===== config.mk =====
export PLATFORM = sky130hd
export DESIGN_NAME = lfdw_unpack
export DESIGN_NICKNAME = d
export VERILOG_FILES = /design/src/inc/lfdw_pkg.sv /design/src/hw/lfdw_hostport.sv /design/src/hw/lfdw_unpack.sv
export SDC_FILE = /design/constraint.sdc
export NUM_CORES = 1
export LEC_CHECK = 0
export BUFFER_PORTS_ARGS = -buffer_cell sky130_fd_sc_hd__buf_2
export CORE_AREA = 2 2 172 174
export CTS_BUF_LIST = sky130_fd_sc_hd__clkbuf_4 sky130_fd_sc_hd__clkbuf_8
export DETAILED_ROUTE_END_ITERATION = 8
export DIE_AREA = 0 0 174 176
export PLACE_DENSITY = 0.51
export SLEW_MARGIN = 40
export SYNTH_ARGS = -nofsm -noshare
export SYNTH_HDL_FRONTEND = slang
export SYNTH_SLANG_ARGS = --single-unit

===== constraint.sdc =====
create_clock -name sys_clk -period 4.94 [get_ports sys_clk]
set_input_delay 0.494 -clock sys_clk [delete_from_list [all_inputs] [get_ports sys_clk]]
set_output_delay 0.494 -clock sys_clk [all_outputs]
set_load 0.05 [all_outputs]

===== src/inc/lfdw_pkg.sv =====
// package for the frame-buffer depth write unpacker
package lfdw_pkg;
    // write configuration fields
    localparam int FMT_LSB = 0;
    localparam int FMT_W = 4;
    localparam int CHORD_LSB = 9;
    localparam int PIPE_EN_BIT = 8;
    localparam logic [3:0] FMT_HOSTPORT = 4'h9;
    localparam logic [3:0] FMT_RSVD_A = 4'ha;
    localparam logic [3:0] FMT_RSVD_B = 4'hb;
    localparam logic [3:0] FMT_Z_565 = 4'hc;
    localparam logic [3:0] FMT_Z_555 = 4'hd;
    localparam logic [3:0] FMT_Z_1555 = 4'he;
    localparam logic [3:0] FMT_Z_Z = 4'hf;
    // render configuration and constant alpha fields
    localparam int DEPTH_MODE_LSB = 0;
    localparam logic [1:0] BPP_15 = 2'h1;
    localparam logic [1:0] BPP_32 = 2'h2;
    localparam int ALPHA_SEL_LSB = 15;
    localparam logic [1:0] ALPHA_SEL_ZERO = 2'h0;
    localparam logic [1:0] ALPHA_SEL_ONE = 2'h1;
    localparam logic [1:0] ALPHA_SEL_CONST = 2'h2;
    localparam int CONST_ALPHA_BIT = 31;
    localparam int CONST_ALPHA_LSB = 24;
    // enable bit of misc init
    localparam int QUEUE_EN_BIT = 31;
    // host port command word
    localparam int HP_DATA_LSB = 0;
    localparam int HP_ADDR_LSB = 8;
    localparam int HP_RW_BIT = 12;
    localparam int HP_CS_BIT = 13;
    localparam int HP_MODE_BIT = 14;
    localparam int HP_SPEED_BIT = 15;
    localparam int HP_EXEC_BIT = 16;
    // host port timing, cycles per step at full speed
    localparam int HP_STEP_CYCLES = 4;

    typedef struct packed {
        logic [7:0] data;
        logic [3:0] addr;
        logic rw;
        logic cs_n;
        logic mode_b;
        logic half_speed;
        logic execute;
    } lfdw_hp_cmd_t;

    typedef struct packed {
        logic [7:0] data;
        logic [3:0] addr;
        logic rw;
        logic cs_n;
        logic strobe;
    } lfdw_hp_pins_t;

    typedef struct packed {
        logic [23:0] depth;
        logic depth_is_16;
        logic [7:0] red;
        logic [7:0] green;
        logic [7:0] blue;
        logic [7:0] alpha;
        logic alpha_bit;
        logic color_valid;
    } lfdw_fb_word_t;

    typedef struct packed {
        logic [23:0] z_int;
        logic [7:0] z_frac;
        logic [7:0] red;
        logic [7:0] green;
        logic [7:0] blue;
        logic [7:0] alpha;
    } lfdw_pipe_word_t;
endpackage


===== src/hw/lfdw_hostport.sv =====
// host port write sequencer for queued command words
`timescale 1ns/1ps
module lfdw_hostport #(
    parameter int STEP_CYCLES = lfdw_pkg::HP_STEP_CYCLES
) (
    // clock and reset
    input wire logic sys_clk,
    input wire logic reset_n,
    // command in
    input wire logic cmd_valid,
    output logic cmd_ready,
    input wire lfdw_pkg::lfdw_hp_cmd_t cmd,
    // pins
    output lfdw_pkg::lfdw_hp_pins_t pins,
    output logic busy
);
    typedef enum logic [1:0] {LFDW_IDLE, LFDW_SETUP, LFDW_STROBE, LFDW_HOLD} lfdw_hp_state_t;
    lfdw_hp_state_t state;
    logic [7:0] count;
    logic half;
    wire logic [7:0] step_len = half ? 8'(2 * STEP_CYCLES - 1) : 8'(STEP_CYCLES - 1);
    wire logic step_done = (count == step_len);

    assign cmd_ready = (state == LFDW_IDLE);
    assign busy = (state != LFDW_IDLE);

    always_ff @(posedge sys_clk or negedge reset_n) begin
        if (!reset_n) begin
            state <= LFDW_IDLE;
            count <= 8'h00;
            half <= 1'b0;
            pins <= '0;
        end else begin
            count <= (state == LFDW_IDLE || step_done) ? 8'h00 : count + 8'h01;
            unique case (state)
                LFDW_IDLE: begin
                    if (cmd_valid) begin
                        pins.data <= cmd.data;
                        pins.addr <= cmd.addr;
                        pins.rw <= cmd.rw;
                        pins.cs_n <= cmd.cs_n;
                        half <= cmd.half_speed;
                        if (cmd.execute) begin
                            state <= LFDW_SETUP;
                        end
                    end
                end
                LFDW_SETUP: begin
                    if (step_done) begin
                        state <= LFDW_STROBE;
                        pins.strobe <= 1'b1;
                    end
                end
                LFDW_STROBE: begin
                    if (step_done) begin
                        state <= LFDW_HOLD;
                        pins.strobe <= 1'b0;
                    end
                end
                LFDW_HOLD: begin
                    if (step_done) begin
                        state <= LFDW_IDLE;
                    end
                end
            endcase
        end
    end
endmodule


===== src/hw/lfdw_unpack.sv =====
// depth-format frame-buffer write unpacker with queued host port writes
// What this block does
// - format 15 32bpp bypass stores word bits 31:8 into the 24-bit depth buffer.
// - pipeline enabled passes bits 31:8 as integer depth, 7:0 as fraction.
// - 15/16bpp bypass stores bits 31:16 into the 16-bit depth buffer.
// - write config bit 8 set routes writes through the pixel pipeline.
// - formats 10 and 11 are unsupported and produce no writes.
// - format 12 decodes 5-6-5 colour; odd orders swap red and blue.
// - formats 12 and 13 through pipeline take alpha from constant register.
// - 15bpp bypass alpha bit is zero, one, or constant bit 31, for all formats except 14.
// - 32bpp widens 16-bit depth by appending its top 8 bits below.
// - format 13 decodes 5-5-5 colour, bit position depends on order.
// - format 14 alpha bit from 15 or 0, replicated to 8 bits.
// - format 15 through pipeline uses constant colour and constant alpha.
// - format 9 writes no frame buffer, no pipeline, ignores other config.
// - format 9 ignores address and uses only the data word.
// - format 9 word fields: data, address, rw, cs, mode, speed, execute.
// - speed bit set runs the host port sequencer at half rate.
// - execute set writes; clear only updates the port levels.
// - queued port drives pins only while misc init bit 31 is set.
`timescale 1ns/1ps
module lfdw_unpack #(
    parameter int STEP_CYCLES = lfdw_pkg::HP_STEP_CYCLES
) (
    // clock and reset
    input wire logic sys_clk,
    input wire logic reset_n,
    // configuration
    input wire logic [31:0] fb_write_config,
    input wire logic [31:0] render_config,
    input wire logic [31:0] constant_depth_alpha,
    input wire logic [31:0] constant_colour_one,
    input wire logic [31:0] misc_init_zero,
    input wire lfdw_pkg::lfdw_hp_pins_t serial_parallel_port_ctrl,
    // host write
    input wire logic wr_valid,
    output logic wr_ready,
    input wire logic [31:0] wr_addr,
    input wire logic [31:0] wr_data,
    // frame buffer side, bypass
    output logic fb_valid,
    output logic [31:0] fb_addr,
    output lfdw_pkg::lfdw_fb_word_t fb_word,
    // pixel pipeline side
    output logic pipe_valid,
    output logic [31:0] pipe_addr,
    output lfdw_pkg::lfdw_pipe_word_t pipe_word,
    // video module host port
    output lfdw_pkg::lfdw_hp_pins_t host_port,
    output logic host_port_busy
);
    // ==========================================
    // configuration decode
    wire logic [3:0] fmt = fb_write_config[lfdw_pkg::FMT_LSB +: lfdw_pkg::FMT_W];
    wire logic [1:0] chord = fb_write_config[lfdw_pkg::CHORD_LSB +: 2];
    wire logic pipe_en = fb_write_config[lfdw_pkg::PIPE_EN_BIT];
    wire logic [1:0] depth_mode = render_config[lfdw_pkg::DEPTH_MODE_LSB +: 2];
    wire logic [1:0] alpha_sel = render_config[lfdw_pkg::ALPHA_SEL_LSB +: 2];
    wire logic is_32bpp = (depth_mode == lfdw_pkg::BPP_32);
    wire logic is_15bpp = (depth_mode == lfdw_pkg::BPP_15);
    wire logic queue_en = misc_init_zero[lfdw_pkg::QUEUE_EN_BIT];
    wire logic is_hp = (fmt == lfdw_pkg::FMT_HOSTPORT);
    wire logic is_rsvd = (fmt == lfdw_pkg::FMT_RSVD_A) || (fmt == lfdw_pkg::FMT_RSVD_B);
    wire logic is_depth_fmt = (fmt >= lfdw_pkg::FMT_Z_565);
    wire logic order_swap = chord[0];
    wire logic order_hi = chord[1];

    // ==========================================
    // host port command path
    logic hp_ready;
    lfdw_pkg::lfdw_hp_pins_t queued_pins;
    logic queued_busy;
    lfdw_pkg::lfdw_hp_cmd_t hp_cmd;
    assign hp_cmd.data = wr_data[lfdw_pkg::HP_DATA_LSB +: 8];
    assign hp_cmd.addr = wr_data[lfdw_pkg::HP_ADDR_LSB +: 4];
    assign hp_cmd.rw = wr_data[lfdw_pkg::HP_RW_BIT];
    assign hp_cmd.cs_n = wr_data[lfdw_pkg::HP_CS_BIT];
    assign hp_cmd.mode_b = wr_data[lfdw_pkg::HP_MODE_BIT];
    assign hp_cmd.half_speed = wr_data[lfdw_pkg::HP_SPEED_BIT];
    assign hp_cmd.execute = wr_data[lfdw_pkg::HP_EXEC_BIT];
    // format 9 stalls the host while a port write is running
    wire logic hp_take = wr_valid && is_hp && queue_en;
    assign wr_ready = is_hp && queue_en ? hp_ready : 1'b1;

    lfdw_hostport #(
        .STEP_CYCLES(STEP_CYCLES)
    ) u_hostport (
        .sys_clk(sys_clk),
        .reset_n(reset_n),
        .cmd_valid(hp_take),
        .cmd_ready(hp_ready),
        .cmd(hp_cmd),
        .pins(queued_pins),
        .busy(queued_busy)
    );
    assign host_port = queue_en ? queued_pins : serial_parallel_port_ctrl;
    assign host_port_busy = queued_busy;

    // ==========================================
    // colour decode of the low half
    wire logic [15:0] lo = wr_data[15:0];
    logic [4:0] c_hi;
    logic [5:0] c_mid;
    logic [4:0] c_lo;
    logic alpha_in;
    always_comb begin
        c_hi = lo[15:11];
        c_mid = {lo[10:5]};
        c_lo = lo[4:0];
        alpha_in = 1'b0;
        if (fmt == lfdw_pkg::FMT_Z_565) begin
            c_hi = lo[15:11];
            c_mid = lo[10:5];
            c_lo = lo[4:0];
        end else if (!order_hi) begin
            c_hi = lo[14:10];
            c_mid = {lo[9:5], lo[9]};
            c_lo = lo[4:0];
            alpha_in = lo[15];
        end else begin
            c_hi = lo[15:11];
            c_mid = {lo[10:6], lo[10]};
            c_lo = lo[5:1];
            alpha_in = lo[0];
        end
    end
    wire logic [7:0] c_hi8 = {c_hi, c_hi[4:2]};
    wire logic [7:0] c_lo8 = {c_lo, c_lo[4:2]};
    wire logic [7:0] c_mid8 = (fmt == lfdw_pkg::FMT_Z_565) ? {c_mid, c_mid[5:4]} : {c_mid[5:1], c_mid[5:3]};
    wire logic [7:0] red8 = order_swap ? c_lo8 : c_hi8;
    wire logic [7:0] blue8 = order_swap ? c_hi8 : c_lo8;
    wire logic [7:0] alpha_rep = {8{alpha_in}};
    wire logic [7:0] const_alpha = constant_depth_alpha[lfdw_pkg::CONST_ALPHA_LSB +: 8];
    wire logic [7:0] pipe_alpha = (fmt == lfdw_pkg::FMT_Z_1555) ? alpha_rep : const_alpha;

    // ==========================================
    // depth placement
    wire logic [15:0] z16 = wr_data[31:16];
    wire logic [23:0] z_wide = {z16, z16[15:8]};
    logic [23:0] bypass_depth;
    always_comb begin
        if (fmt == lfdw_pkg::FMT_Z_Z || !is_32bpp) begin
            bypass_depth = is_32bpp ? wr_data[31:8] : {8'h00, z16};
        end else begin
            bypass_depth = z_wide;
        end
    end
    logic stored_alpha;
    always_comb begin
        unique case (alpha_sel)
            lfdw_pkg::ALPHA_SEL_ZERO: stored_alpha = 1'b0;
            lfdw_pkg::ALPHA_SEL_ONE: stored_alpha = 1'b1;
            lfdw_pkg::ALPHA_SEL_CONST: stored_alpha = constant_depth_alpha[lfdw_pkg::CONST_ALPHA_BIT];
            default: stored_alpha = 1'b0;
        endcase
    end
    wire logic bypass_abit = (fmt == lfdw_pkg::FMT_Z_1555) ? alpha_in : stored_alpha;

    // ==========================================
    // output words
    lfdw_pkg::lfdw_fb_word_t next_fb_word;
    lfdw_pkg::lfdw_pipe_word_t next_pipe_word;
    always_comb begin
        next_fb_word.depth = bypass_depth;
        next_fb_word.depth_is_16 = !is_32bpp;
        next_fb_word.red = red8;
        next_fb_word.green = c_mid8;
        next_fb_word.blue = blue8;
        next_fb_word.alpha = (fmt == lfdw_pkg::FMT_Z_1555) ? alpha_rep : 8'h00;
        next_fb_word.alpha_bit = is_15bpp ? bypass_abit : 1'b0;
        next_fb_word.color_valid = (fmt != lfdw_pkg::FMT_Z_Z);
        next_pipe_word.z_int = wr_data[31:8];
        next_pipe_word.z_frac = wr_data[7:0];
        next_pipe_word.alpha = pipe_alpha;
        if (fmt == lfdw_pkg::FMT_Z_Z) begin
            next_pipe_word.red = constant_colour_one[23:16];
            next_pipe_word.green = constant_colour_one[15:8];
            next_pipe_word.blue = constant_colour_one[7:0];
        end else begin
            next_pipe_word.red = red8;
            next_pipe_word.green = c_mid8;
            next_pipe_word.blue = blue8;
        end
    end
    wire logic take_px = wr_valid && is_depth_fmt && !is_hp && !is_rsvd;

    always_ff @(posedge sys_clk or negedge reset_n) begin
        if (!reset_n) begin
            fb_valid <= 1'b0;
            pipe_valid <= 1'b0;
            fb_addr <= 32'h0000_0000;
            pipe_addr <= 32'h0000_0000;
            fb_word <= '0;
            pipe_word <= '0;
        end else begin
            fb_valid <= take_px && !pipe_en;
            pipe_valid <= take_px && pipe_en;
            if (take_px) begin
                fb_addr <= wr_addr;
                pipe_addr <= wr_addr;
                fb_word <= next_fb_word;
                pipe_word <= next_pipe_word;
            end
        end
    end
endmodule


Word-level counts from Yosys, hierarchy flattened
Index checks and enable logic that the tools add are counted.

word-level totals
  register bits after elaboration = 183
  memory bits (read-only) = 0
  latch bits = 0
  bits in writable memories = 0
  memories = 0
  logic and storage cells = 100
  input bits = 242

cells by class
  $mul = 0
  equal/unequal tests = 20
  $add $sub $neg = 1
  mux-type cells = 32
  reductions and logical operators = 21
  bitwise logic cells = 0
  div/mod/pow operators = 0
  order comparisons = 1
  shifts and indexed selects = 0

operators with widths
  operator                                                          count
  24-bit two-way mux                                                3
  8-bit two-way mux                                                 5
  4-bit == test (second input constant)                             6
  5-bit two-way mux                                                 4
  15-bit two-way mux                                                1
  6-bit two-way mux                                                 2
  2-bit two-way mux                                                 5
  8-bit by 1-bit adder with 8-bit output (second input constant)    1
  2-bit == test (second input constant)                             4
  8-bit == test                                                     1
  1-bit logical AND                                                 8
  2-bit by 1-bit != test with 1-bit output (second input constant)  4
  2-bit case mux with 4 select lines                                1
  1-bit two-way mux                                                 7
  2-bit by 1-bit == test with 1-bit output (second input constant)  3
  3-bit two-way mux                                                 2
  5-bit AND reduction                                               1
  4-bit >= comparator (second input constant)                       1
  1-bit zero test                                                   4
  4-bit != test (second input constant)                             1
  1-bit case mux with 2 select lines                                2
  2-bit nonzero test                                                2
  1-bit logical OR                                                  3
  3-bit AND reduction                                               1
  3 further kinds                                                   3

Longest topological paths before layout
Gate-level depths: netlist of the first run.

  depth after elaboration = 5
  gate-level depth with buffers = 7
  depth with buffers taken out = 6

Modules after synthesis
A second synthesis of the first run with hierarchy kept.

unflattened totals
  cells, all modules = 856
  area total of the unflattened synthesis = 8039.0 µm²

modules (own cells, without submodules)
  module         times used  cells an instance  area each (µm²)
  lfdw_unpack    1           768                6869.1
  lfdw_hostport  1           88                 1169.9

Least setup slack after synthesis of the first run
No wires, ideal clock.

  path kind = input to output
  start = input misc_init_zero[31]
  end = output host_port[10] (netlist name)
  buffers on the path = 2
  data arrival time = 1454 ps
  data required time = 4446 ps
  stages on the path = 3
  setup slack = 2992 ps
  path through = buf_4 -> clkbuf_1 -> mux2_2

RTL lines
  item                RTL line           source
  start: declaration  lfdw_unpack.sv:33  input wire logic [31:0] misc_init_zero,
  end: declaration    lfdw_unpack.sv:49  output lfdw_pkg::lfdw_hp_pins_t host_port,

Worst setup path in the final report of the first run
  start = input fb_write_config[3]
  end = register pipe_word[25] (netlist name)

between the ends
  longest elaborated chain between the ends = 4
  elaborated cells on any way between the ends = 16

ends and longest elaborated chain
  item                                                     RTL line                                source
  start: declaration                                       lfdw_unpack.sv:29                       input wire logic [31:0] fb_write_config,
  4-bit >= comparator (tied with other cells)              lfdw_unpack.sv:64                       wire logic is_depth_fmt = (fmt >= lfdw_pkg::FMT_Z_565);
  1-bit logical AND (tied with other cells) (2 in a row)   lfdw_unpack.sv:185                      wire logic take_px = wr_valid && is_depth_fmt && !is_hp && !is_rsvd;
  1-bit logical AND or 24-bit two-way mux (tied branches)  lfdw_unpack.sv:185, lfdw_unpack.sv:175
  end signal: assignment                                   lfdw_unpack.sv:202                      pipe_word <= next_pipe_word;
  end: declaration                                         lfdw_unpack.sv:47                       output lfdw_pkg::lfdw_pipe_word_t pipe_word,

Parallel ways exist; a longest one is shown, timed or not.
A chain may end at the register's enable or synchronous reset.

==> results of run 1 <==
-- cell type report --
cell class / instances / area [um^2]
flip-flops and latches: 170 / 4250
inverters: 6 / 22.5
clock inverters: 15 / 166
well taps: 384 / 480
fillers: 3035 / 18400
repair buffers: 340 / 1750
clock buffers: 17 / 234
multi-input cells: 571 / 3200
-- cells in the final DEF (no fill, tap or decap), types with 3 or more instances in the layout --
master / count
a21oi_1: 29
a22oi_1: 5
a31oi_1: 3
and3_1: 11
buf_2: 330
buf_4: 7
clkbuf_8: 17
clkinv_4: 4
dfrtp_1: 170
ha_1: 7
inv_1: 6
inv_6: 4
mux2_2: 30
mux2i_1: 26
mux4_2: 9
nand2_1: 287
nand2b_1: 3
nand3_1: 14
nor2_1: 30
nor2_2: 3
o211ai_1: 4
o21ai_0: 61
o22ai_1: 17
or2_2: 3
xor2_1: 6
-- state kept, by name, summed over array words and instances, names as in the netlist --
| name | count |
|---|---|
| fb_valid | 1 |
| fb_word | 46 |
| pipe_addr | 32 |
| pipe_valid | 1 |
| pipe_word | 64 |
| u_hostport.count | 8 |
| u_hostport.half | 1 |
| u_hostport.pins | 15 |
| u_hostport.state | 2 |
-- power groups by stage --
stage	logic, mW	registers [mW]	clock network (mW)
final	1.89	1.79	1.04
after global routing	2.01	1.83	1.13
after CTS	1.91	1.79	1.09
after detailed placement	1.91	1.82	0
after global placement	1.90	1.81	0
after floorplan	0.792	2.48	0
-- logic make-up (layout without fill, tap and decap cells) --
logic type                 count (synthesis)  in the layout  share of synthesized area
AOI/OAI and AO/OA                        125            125                     0.0864
DFF                                      170            170                      0.531
buffers and inverters                    104            378                     0.0731
and+or+nand+nor                          367            367                      0.191
xor gates and xnor gates                   7              7                    0.00766
muxes                                     65             65                      0.100
adders and majority gates                  7              7                     0.0109
-- per-stage QoR --
stage,total power [mW],util,setup slack (ns),instances,hold WS (ns)
global placement,3.72,0.339,2.30,1470,0.447
CTS,4.80,0.354,2.75,1503,0.135
finish,4.73,0.354,2.80,1503,0.180
floorplan,3.28,-,2.99,845,0.198
detailed placement,3.73,0.339,2.29,1470,0.451
global route,4.97,0.354,2.63,1503,0.148
-- metal layers --
metal	vias to the layer above	routed length [um]	global-route usage	share of wire
met4	2	241	0.0392	0.0091
li1	3287	-	-	-
met2	263	12600	0.289	0.47
met5	-	11	0	0.00041
met1	3314	12100	0.227	0.46
met3	18	1620	0.0396	0.061
-- final timing paths --
check | start | endpoint | slack, ns
min in group asynchronous | reset_n | pipe_word[5] | 0.59
hold reg to reg | fb_word[55] | fb_word[55] | 0.47
max in group asynchronous | reset_n | u_hostport.count[2] | 3.30
setup / recovery | fb_write_config[3] | pipe_word[25] | 2.80
hold / removal | fb_write_config[8] | fb_valid | 0.18
setup reg to reg | u_hostport.state[0] | u_hostport.pins[12] | 2.94
==> impl_results.md, run 1 <==
* Status: complete, no violations
* Via count at 6884
* Unique masters post-synth at 42
* Rel. slew slack at 0.473
* Synthesized area at 8010 um^2
* Router iterations before antenna repair at 4
* Chip height at 176 um
* Clock power share at 0.220
* ANT cells at 0
* GPL Wtd Cong at approximately 0.76
* CTS Sinks at 170
* Dpl cell area at about 9700 um^2
* Share of the synthesized area in the top cell type at 0.531
* Power per standard cell area at 468 nW/um^2
* Delay-heaviest family, CP: simple AND/OR/NAND/NOR gates
* CTS tree: built
* Final hold viol count at 0
* Slowest CP cell: and3_4
* Worst hold stages at 2
* Max cap viols at 0
* Clock Latency Late Sink at between 0.4 and 0.5 ns
* Hold/Removal Path Class: primary input to flip-flop
* Setup TNS at 0 ns
* GR Overflow Total at 0
* Nets at 1355
* Pleak at 5.41 nW
* Die area at 30600 um^2
* Starting Density at 0.281
* Post-synthesis sequential area ratio at 0.531
* Num ports at 448
* H-tree depth at 4
* Switching power at 2.19 mW
* Hpwl dp at 19.0 mm
* Cells after synthesis at roughly 850
* Startpoint Class: primary input
* Critical path class: primary input to flip-flop
* Gate power share at 0.401
* Clock root cell: clkbuf_8
* Floorplan row count at 62
* DRC at 0
* RSZ-0062 raised after global routing: no
* Vias per cell at 4.58
* GRT Total Usage at 0.172
* Cells along the critical path: buf_2, and3_4, nand2_1, o22ai_1, a31oi_1
* DRT iter0 DRCs at 379
* Drt wl/cell at 17.7 um
* R2R depth at 4
* Hold-fix buffers, CTS at 1
* Clock transition at path regs at 0.09 ns
* Final Critical Period at 2.14 ns
* Clock tree buffer depth at 2
* Critical path buffer and inverter count at 1
* Design area at 10100 um^2
* Layout area overhead at 26.2%
* Largest net degree at the start of global routing at 112
* Post-synth top cells: nand2_1 (287), dfrtp_1 (170), o21ai_0 (61)
* Total CTS buffers at 17
* First-pass GRT wire length at 40.0 mm
* Layout cells sized above 1 at 0.378
* Total Wirelength at around 27 mm
* Critical path endpoint category: flip-flop
* Number of cells on the critical path at 5
* Core Box Area at 28500 um^2
* Switching portion of total power at 0.462
* Share of async-settable or async-resettable flops after synthesis at 1.00
* Synth Flop Type: dfrtp_1
* Synth area leaders: dfrtp_1 (53%), nand2_1 (13%), buf_4 (4.6%), mux2_2 (4.2%), o21ai_0 (3.8%)
* Largest area contributor in the netlist: dfrtp_1
* Cell with the most instances after synthesis: nand2_1
* Worst-Margin Slew at slightly below 0.8 ns
* Max Clk Rate at 467 MHz
* Worst EP arrival at 2.46 ns
* Post-CTS sizing at 0
* Int Power at 2.54 mW
* Clk_skew at 0.0137 ns
* Final slew viol count at 0
* Syn_area_per_cell at 9.48 um^2
* Reg power frac at 0.379
* Die Span X at 174 um
* Initial antenna violation count at 1
* Max Fanout on Critical Path at between 60 and 70
* Number of port buffers at 331
* Slowest stage delay, CP at 0.70 ns
* Mapped Nets at 1094
* Max IR drop VDD at ~0.00020 V
* Synth Register Bits at 170
* Final setup fails at 0
* Final ANT Viol Nets at 0
* Vias in the first global route at around 6.6k
* Setup bufs post-CTS at 0
* Period utilisation layout at 0.433
* Req. time, crit path at 5.26 ns
* Number of enable flip-flop cells after synthesis at 0
* Ys Warns at 0
No activity file was read; power rests on OpenSTA's default activity.
==> run 2: changes to the inputs <==
- clock period: 4.94 -> 2 ns (I/O delays scaled with it)
==> run 2 against run 1 <==
Net effect:
- register-to-register slack worse by 2.8 ns
- design area grew 12%
- final cell count up 7.4%
- critical path depth unchanged
- non-clock buffer count increased by 111
- global-route usage rose by 0.76 points
- core utilization up 4.2 points
- clock skew shrank 0.0062 ns
- critical path type is now flip-flop to flip-flop
==> impl_results.md, run 2 (synthesis gave the netlist of run 1 again) <==
* # placed instances at ~1.5k
* Die Span X at 174 um
* Final setup fails at 0
* Drt wl/cell at 17.2 um
* Vias in the first global route at 7146
* Largest register FFs at 64
* CTS tree: built
* Hold/Removal Path Class: primary input to flip-flop
* Final Critical Period at 1.88 ns
* R2r setup slk at 0.12 ns
* Period utilisation layout at 0.940
* Rel. slew slack at 0.587
* Hold EP: pipe_word[27]
* Startpoint Class: flip-flop
* Initial antenna violation count at 2
* Largest net degree at the start of global routing at 52
* Hpwl dp at 20.0 mm
* Worst-Margin Slew at 0.618 ns
* Critical path class: flip-flop to flip-flop
* Most frequent cells in the layout: buf_2 (329), nand2_1 (287), dfrtp_1 (170)
* Hold path startpoint: constant_colour_one[19]
* Largest Register: pipe_word
* Layout cells sized above 1 at 0.367
* Fillers at 2915
* Router iterations before antenna repair at 5
* First-pass GRT wire length at ~42 mm
* Final hold viol count at 0
* Clock Latency Late Sink at 0.46 ns
* Clock transition at path regs at 0.10 ns
* DRT iter0 DRCs at 357
* Die area at 30600 um^2
* Worst EP arrival at 2.23 ns
* Via count at 7254
* Layout area overhead at 41.0%
* ANT cells at 0
* Clock root cell: clkbuf_8
* CTS Sinks at 170
* R2R depth at 5
* Max IR drop VDD at 0.000549 V
* Clk_skew at 0.00750 ns
* Max Clk Rate at 532 MHz
* Final ANT Viol Nets at 0
* Critical path endpoint category: flip-flop
* Num ports at 448
* Setup TNS at 0 ns
* Req. time, crit path at 2.35 ns
* Commonest non-fill, non-tap cell in the layout: buf_2
* Worst hold slack at 0.0292 ns
* Number of port buffers at 331
* Starting Density at 0.281
* Biggest registers after layout: pipe_word (64), fb_word (46), pipe_addr (32)
* Crit Reg-Reg Startpoint: u_hostport.count[0]
* Max Fanout on Critical Path at 5
* Clock tree buffer depth at 2
* Final cell count without fillers at 1614
* Status: complete, no violations
* Final slew viol count at 0
* Worst hold stages at 3
* Overall power at 12.1 mW
* Floorplan row count at 62
* H-tree depth at 4
* Nets at 1466
* Max cap viols at 0
* Reg-to-reg endpoint: u_hostport.state[0]
* Total Wirelength at 27.8 mm
* GPL Wtd Cong at 0.790
* RSZ-0062 raised after global routing: no
* GRT Total Usage at 0.180
* Core Box Area at 28500 um^2
* Total CTS buffers at 17
* Chip height at 176 um
* Vias per cell at 4.49
* Power per standard cell area at 1070 nW/um^2
* GR Overflow Total at 0
* DRC at 0
* Pleak at around 6 nW
==> run 2: cell count changes in the layout (fill, tap and decap cells not counted), sizes merged <==
cell	previous run	this run
buf	338	367
clkbuf	18	19
clkinvlp	2	0
dlygate4sd3	1	82
inv	11	13
==> run 2: through the flow <==
step,setup WS [ns],utilization,area [um^2]
after global routing,0.00834,0.396,11300
final,0.120,0.396,11300
after global placement,0.159,0.351,10000
after floorplan,0.163,-,8010
after CTS,0.0807,0.395,11300
after detailed placement,0.133,0.351,10000
==> run 2: how the worst max path moves through the flow <==
stage,endpoint,startpoint,cells after the start
after global routing,wr_ready,u_hostport.state[0],6
after detailed placement,u_hostport.state[0],u_hostport.count[0],5
after CTS,wr_ready,u_hostport.state[0],6
final,u_hostport.state[0],u_hostport.count[0],5
after floorplan,u_hostport.state[0],u_hostport.count[0],5
after global placement,u_hostport.state[0],u_hostport.count[0],5
==> run 2: area by class of cell <==
cell class / instances / area (um^2) / share of cell area
inverter: 6 / 22.5 / 0.00199
timing repair buffer: 451 / 2910 / 0.258
tap: 384 / 480 / 0.0425
sequential: 170 / 4250 / 0.377
multi-input combinational: 571 / 3190 / 0.282
clock inverter: 15 / 204 / 0.0181
clock buffer: 17 / 234 / 0.0207
==> run 2: per-layer routing <==
metal	wire length (um)	share of wire	GRT usage	up-vias
met3	1470	0.053	0.0416	24
li1	-	-	-	3515
met1	12800	0.46	0.240	3472
met4	438	0.016	0.0466	4
met5	22	0.00079	0	-
met2	13000	0.47	0.295	239
==> run 2: worst max-delay path, cell delays in order (launching register included) <==
cell and delay [ns]:
dfrtp_1 0.41, ha_1 0.18, or4b_4 0.47, nor4_4 0.34
nor2_2 0.09, o32a_1 0.28
==> run 2: power breakdown <==
group,switching (mW),total (mW),leakage [nW],internal [mW]
clock network,1.54,2.73,0.220,1.19
registers,0.380,4.42,2.13,4.04
logic,3.65,4.93,3.60,1.28
total,5.57,12.1,5.95,6.52
==> run 2: what timing repair did <==
action / 4_1_cts / 5_1_grt
resized for setup: 0 / 1
hold buffers: 82 / 0
endpoints found under the setup margin: 0 / 1
hold endpoints to repair: 134 / 0
buffers inserted: 0 / 1
==> run 3: changes to the inputs <==
- CORE_AREA: 2 2 172 174 -> 2 2 176 178
- DIE_AREA: 0 0 174 176 -> 0 0 178 180
- PLACE_DENSITY: 0.51 -> 0.49
==> run 3 against run 2 <==
Net effect:
- clock skew grew 0.014 ns
- via count is essentially flat
- largest cell class unchanged
- first-iteration DRC count shrank 13%
- global-route usage shrank 0.79 points
- count of clock-buffer cells in the layout grew 8
==> impl_results.md, run 3 (synthesis gave the netlist of run 1 again) <==
* R2R depth at 5
* Clock transition at path regs at approximately 0.1 ns
* Commonest non-fill, non-tap cell in the layout: buf_2
* Die area at 32000 um^2
* Hold/Removal Path Class: primary input to flip-flop
* Clk_skew at 0.0212 ns
* Hpwl dp at 19.9 mm
* Final cell count without fillers at 1616
* Biggest registers after layout: pipe_word (64), fb_word (46), pipe_addr (32)
* Setup TNS at 0 ns
* Design area at 11200 um^2
* Die Span X at ~180 um
* Clock Latency Late Sink at 0.47 ns
* Crit Reg-Reg Startpoint: u_hostport.count[0]
* H-tree depth at 4
* GR Overflow Total at 0
* GPL Wtd Cong at 0.771
* Rel. slew slack at 0.626
* Floorplan row count at 64
* DRT iter0 DRCs at 309
* Crit path to: wr_ready
* Router iterations before antenna repair at 4
* Num ports at between 400 and 500
* Layout area overhead at 39.2%
* Largest net degree at the start of global routing at 68
* Starting Density at 0.265
* Setup bufs post-CTS at 0
* Power per standard cell area at 1080 nW/um^2
* Final ANT Viol Nets at 0
* Pleak at 5.88 nW
* Vias in the first global route at 7172
* Max Clk Rate at around 550 MHz
* Max cap viols at 0
* DRC at 0
* Via count at 7249
* Startpoint Class: flip-flop
* CTS tree: built
* Worst Setup SP: u_hostport.state[0]
* Total Wirelength at 27.7 mm
* Final hold viol count at 0
* Number of port buffers at around 330
* RSZ-0062 raised after global routing: no
* Status: complete, no violations
* Nets at 1456
* Overall power at between 10 and 15 mW
* Drt wl/cell at 17.2 um
* Initial antenna violation count at 0
* CTS Sinks at 170
* Worst-Margin Slew at between 0.5 and 0.6 ns
* Final worst slack at 0.175 ns
* Total CTS buffers at 17
* Most frequent cells in the layout: buf_2 (330), nand2_1 (287), dfrtp_1 (170)
* Period utilisation layout at 0.913
* Dpl cell area at 9930 um^2
* Chip height at roughly 180 um
* Final slew viol count at 0
* # placed instances at 1505
* Clock root cell: clkbuf_8
* Max IR drop VDD at 0.000483 V
* Final Critical Period at 1.83 ns
* GRT Total Usage at 0.172
* Reg-to-reg endpoint: u_hostport.state[0]
* Post-CTS sizing at 0
* Setup WS pre-CTS at 0.0965 ns
* Critical path endpoint category: output port
* First-pass GRT wire length at 42.1 mm
* Clock tree buffer depth at 2
* Layout cells sized above 1 at 0.365
* Worst EP arrival at 1.63 ns
* ANT cells at 0
* Max Fanout on Critical Path at 5
* Critical path class: flip-flop to output port
* R2r setup slk at 0.18 ns
* Largest register FFs at 64
* Core Box Area at 30200 um^2
* Largest Register: pipe_word
* Final setup fails at 0
* Req. time, crit path at 1.80 ns
* Vias per cell at 4.49
run 3: layout make-up:
class / count / area, um^2
clock buffers: 25 / 313
clock inverters: 7 / 114
fillers: 3115 / 19000
inverters: 6 / 22.5
multi-input cells: 571 / 3190
flip-flops and latches: 170 / 4250
well taps: 396 / 495
repair buffers: 441 / 2760
run 3: routing by layer:
layer | track usage | vias to the layer above | share of wire
met5 | 0 | - | 0
li1 | - | 3486 | -
met2 | 0.294 | 235 | 0.49
met4 | 0.0384 | 0 | 0.0089
met3 | 0.0357 | 9 | 0.057
met1 | 0.222 | 3519 | 0.45
run 3: worst min-delay path by stage:
stage | startpoint | slack [ns] | to | cells past startpoint
floorplan | reset_n | -0.1 | fb_valid | 0
global placement | reset_n | 0.21 | pipe_addr[21] | 1
detailed placement | reset_n | 0.21 | pipe_addr[21] | 1
CTS | constant_colour_one[3] | 0.00002 | pipe_word[11] | 3
global route | wr_data[5] | 0.01 | pipe_word[37] | 3
finish | constant_depth_alpha[26] | 0.05 | pipe_word[2] | 3
run 3: timing repair:
item | 4_1_cts | 5_1_grt
setup endpoints to repair | 0 | 1
hold endpoints to repair | 132 | 0
hold buffers | 79 | 0
run 3: critical path, cell delays in order, from the launching register on:
cell and delay (ns):
dfrtp_1 0.43, inv_1 0.11, ha_1 0.24, inv_1 0.08
nand2_1 0.06, buf_2 0.26
run 3: metrics by stage:
step	util	hold slack (ns)
2_1_floorplan	-	-0.0956
3_3_place_gp	0.329	0.208
3_5_place_dp	0.329	0.207
4_1_cts	0.369	0.0000197
5_1_grt	0.369	0.0119
6_report	0.369	0.0493
run 3: report_power, final:
group	leakage, nW	total [mW]	switching (mW)	internal [mW]
clock network	0.225	2.70	1.30	1.40
registers	2.13	4.44	0.398	4.04
logic	3.53	4.85	3.61	1.24
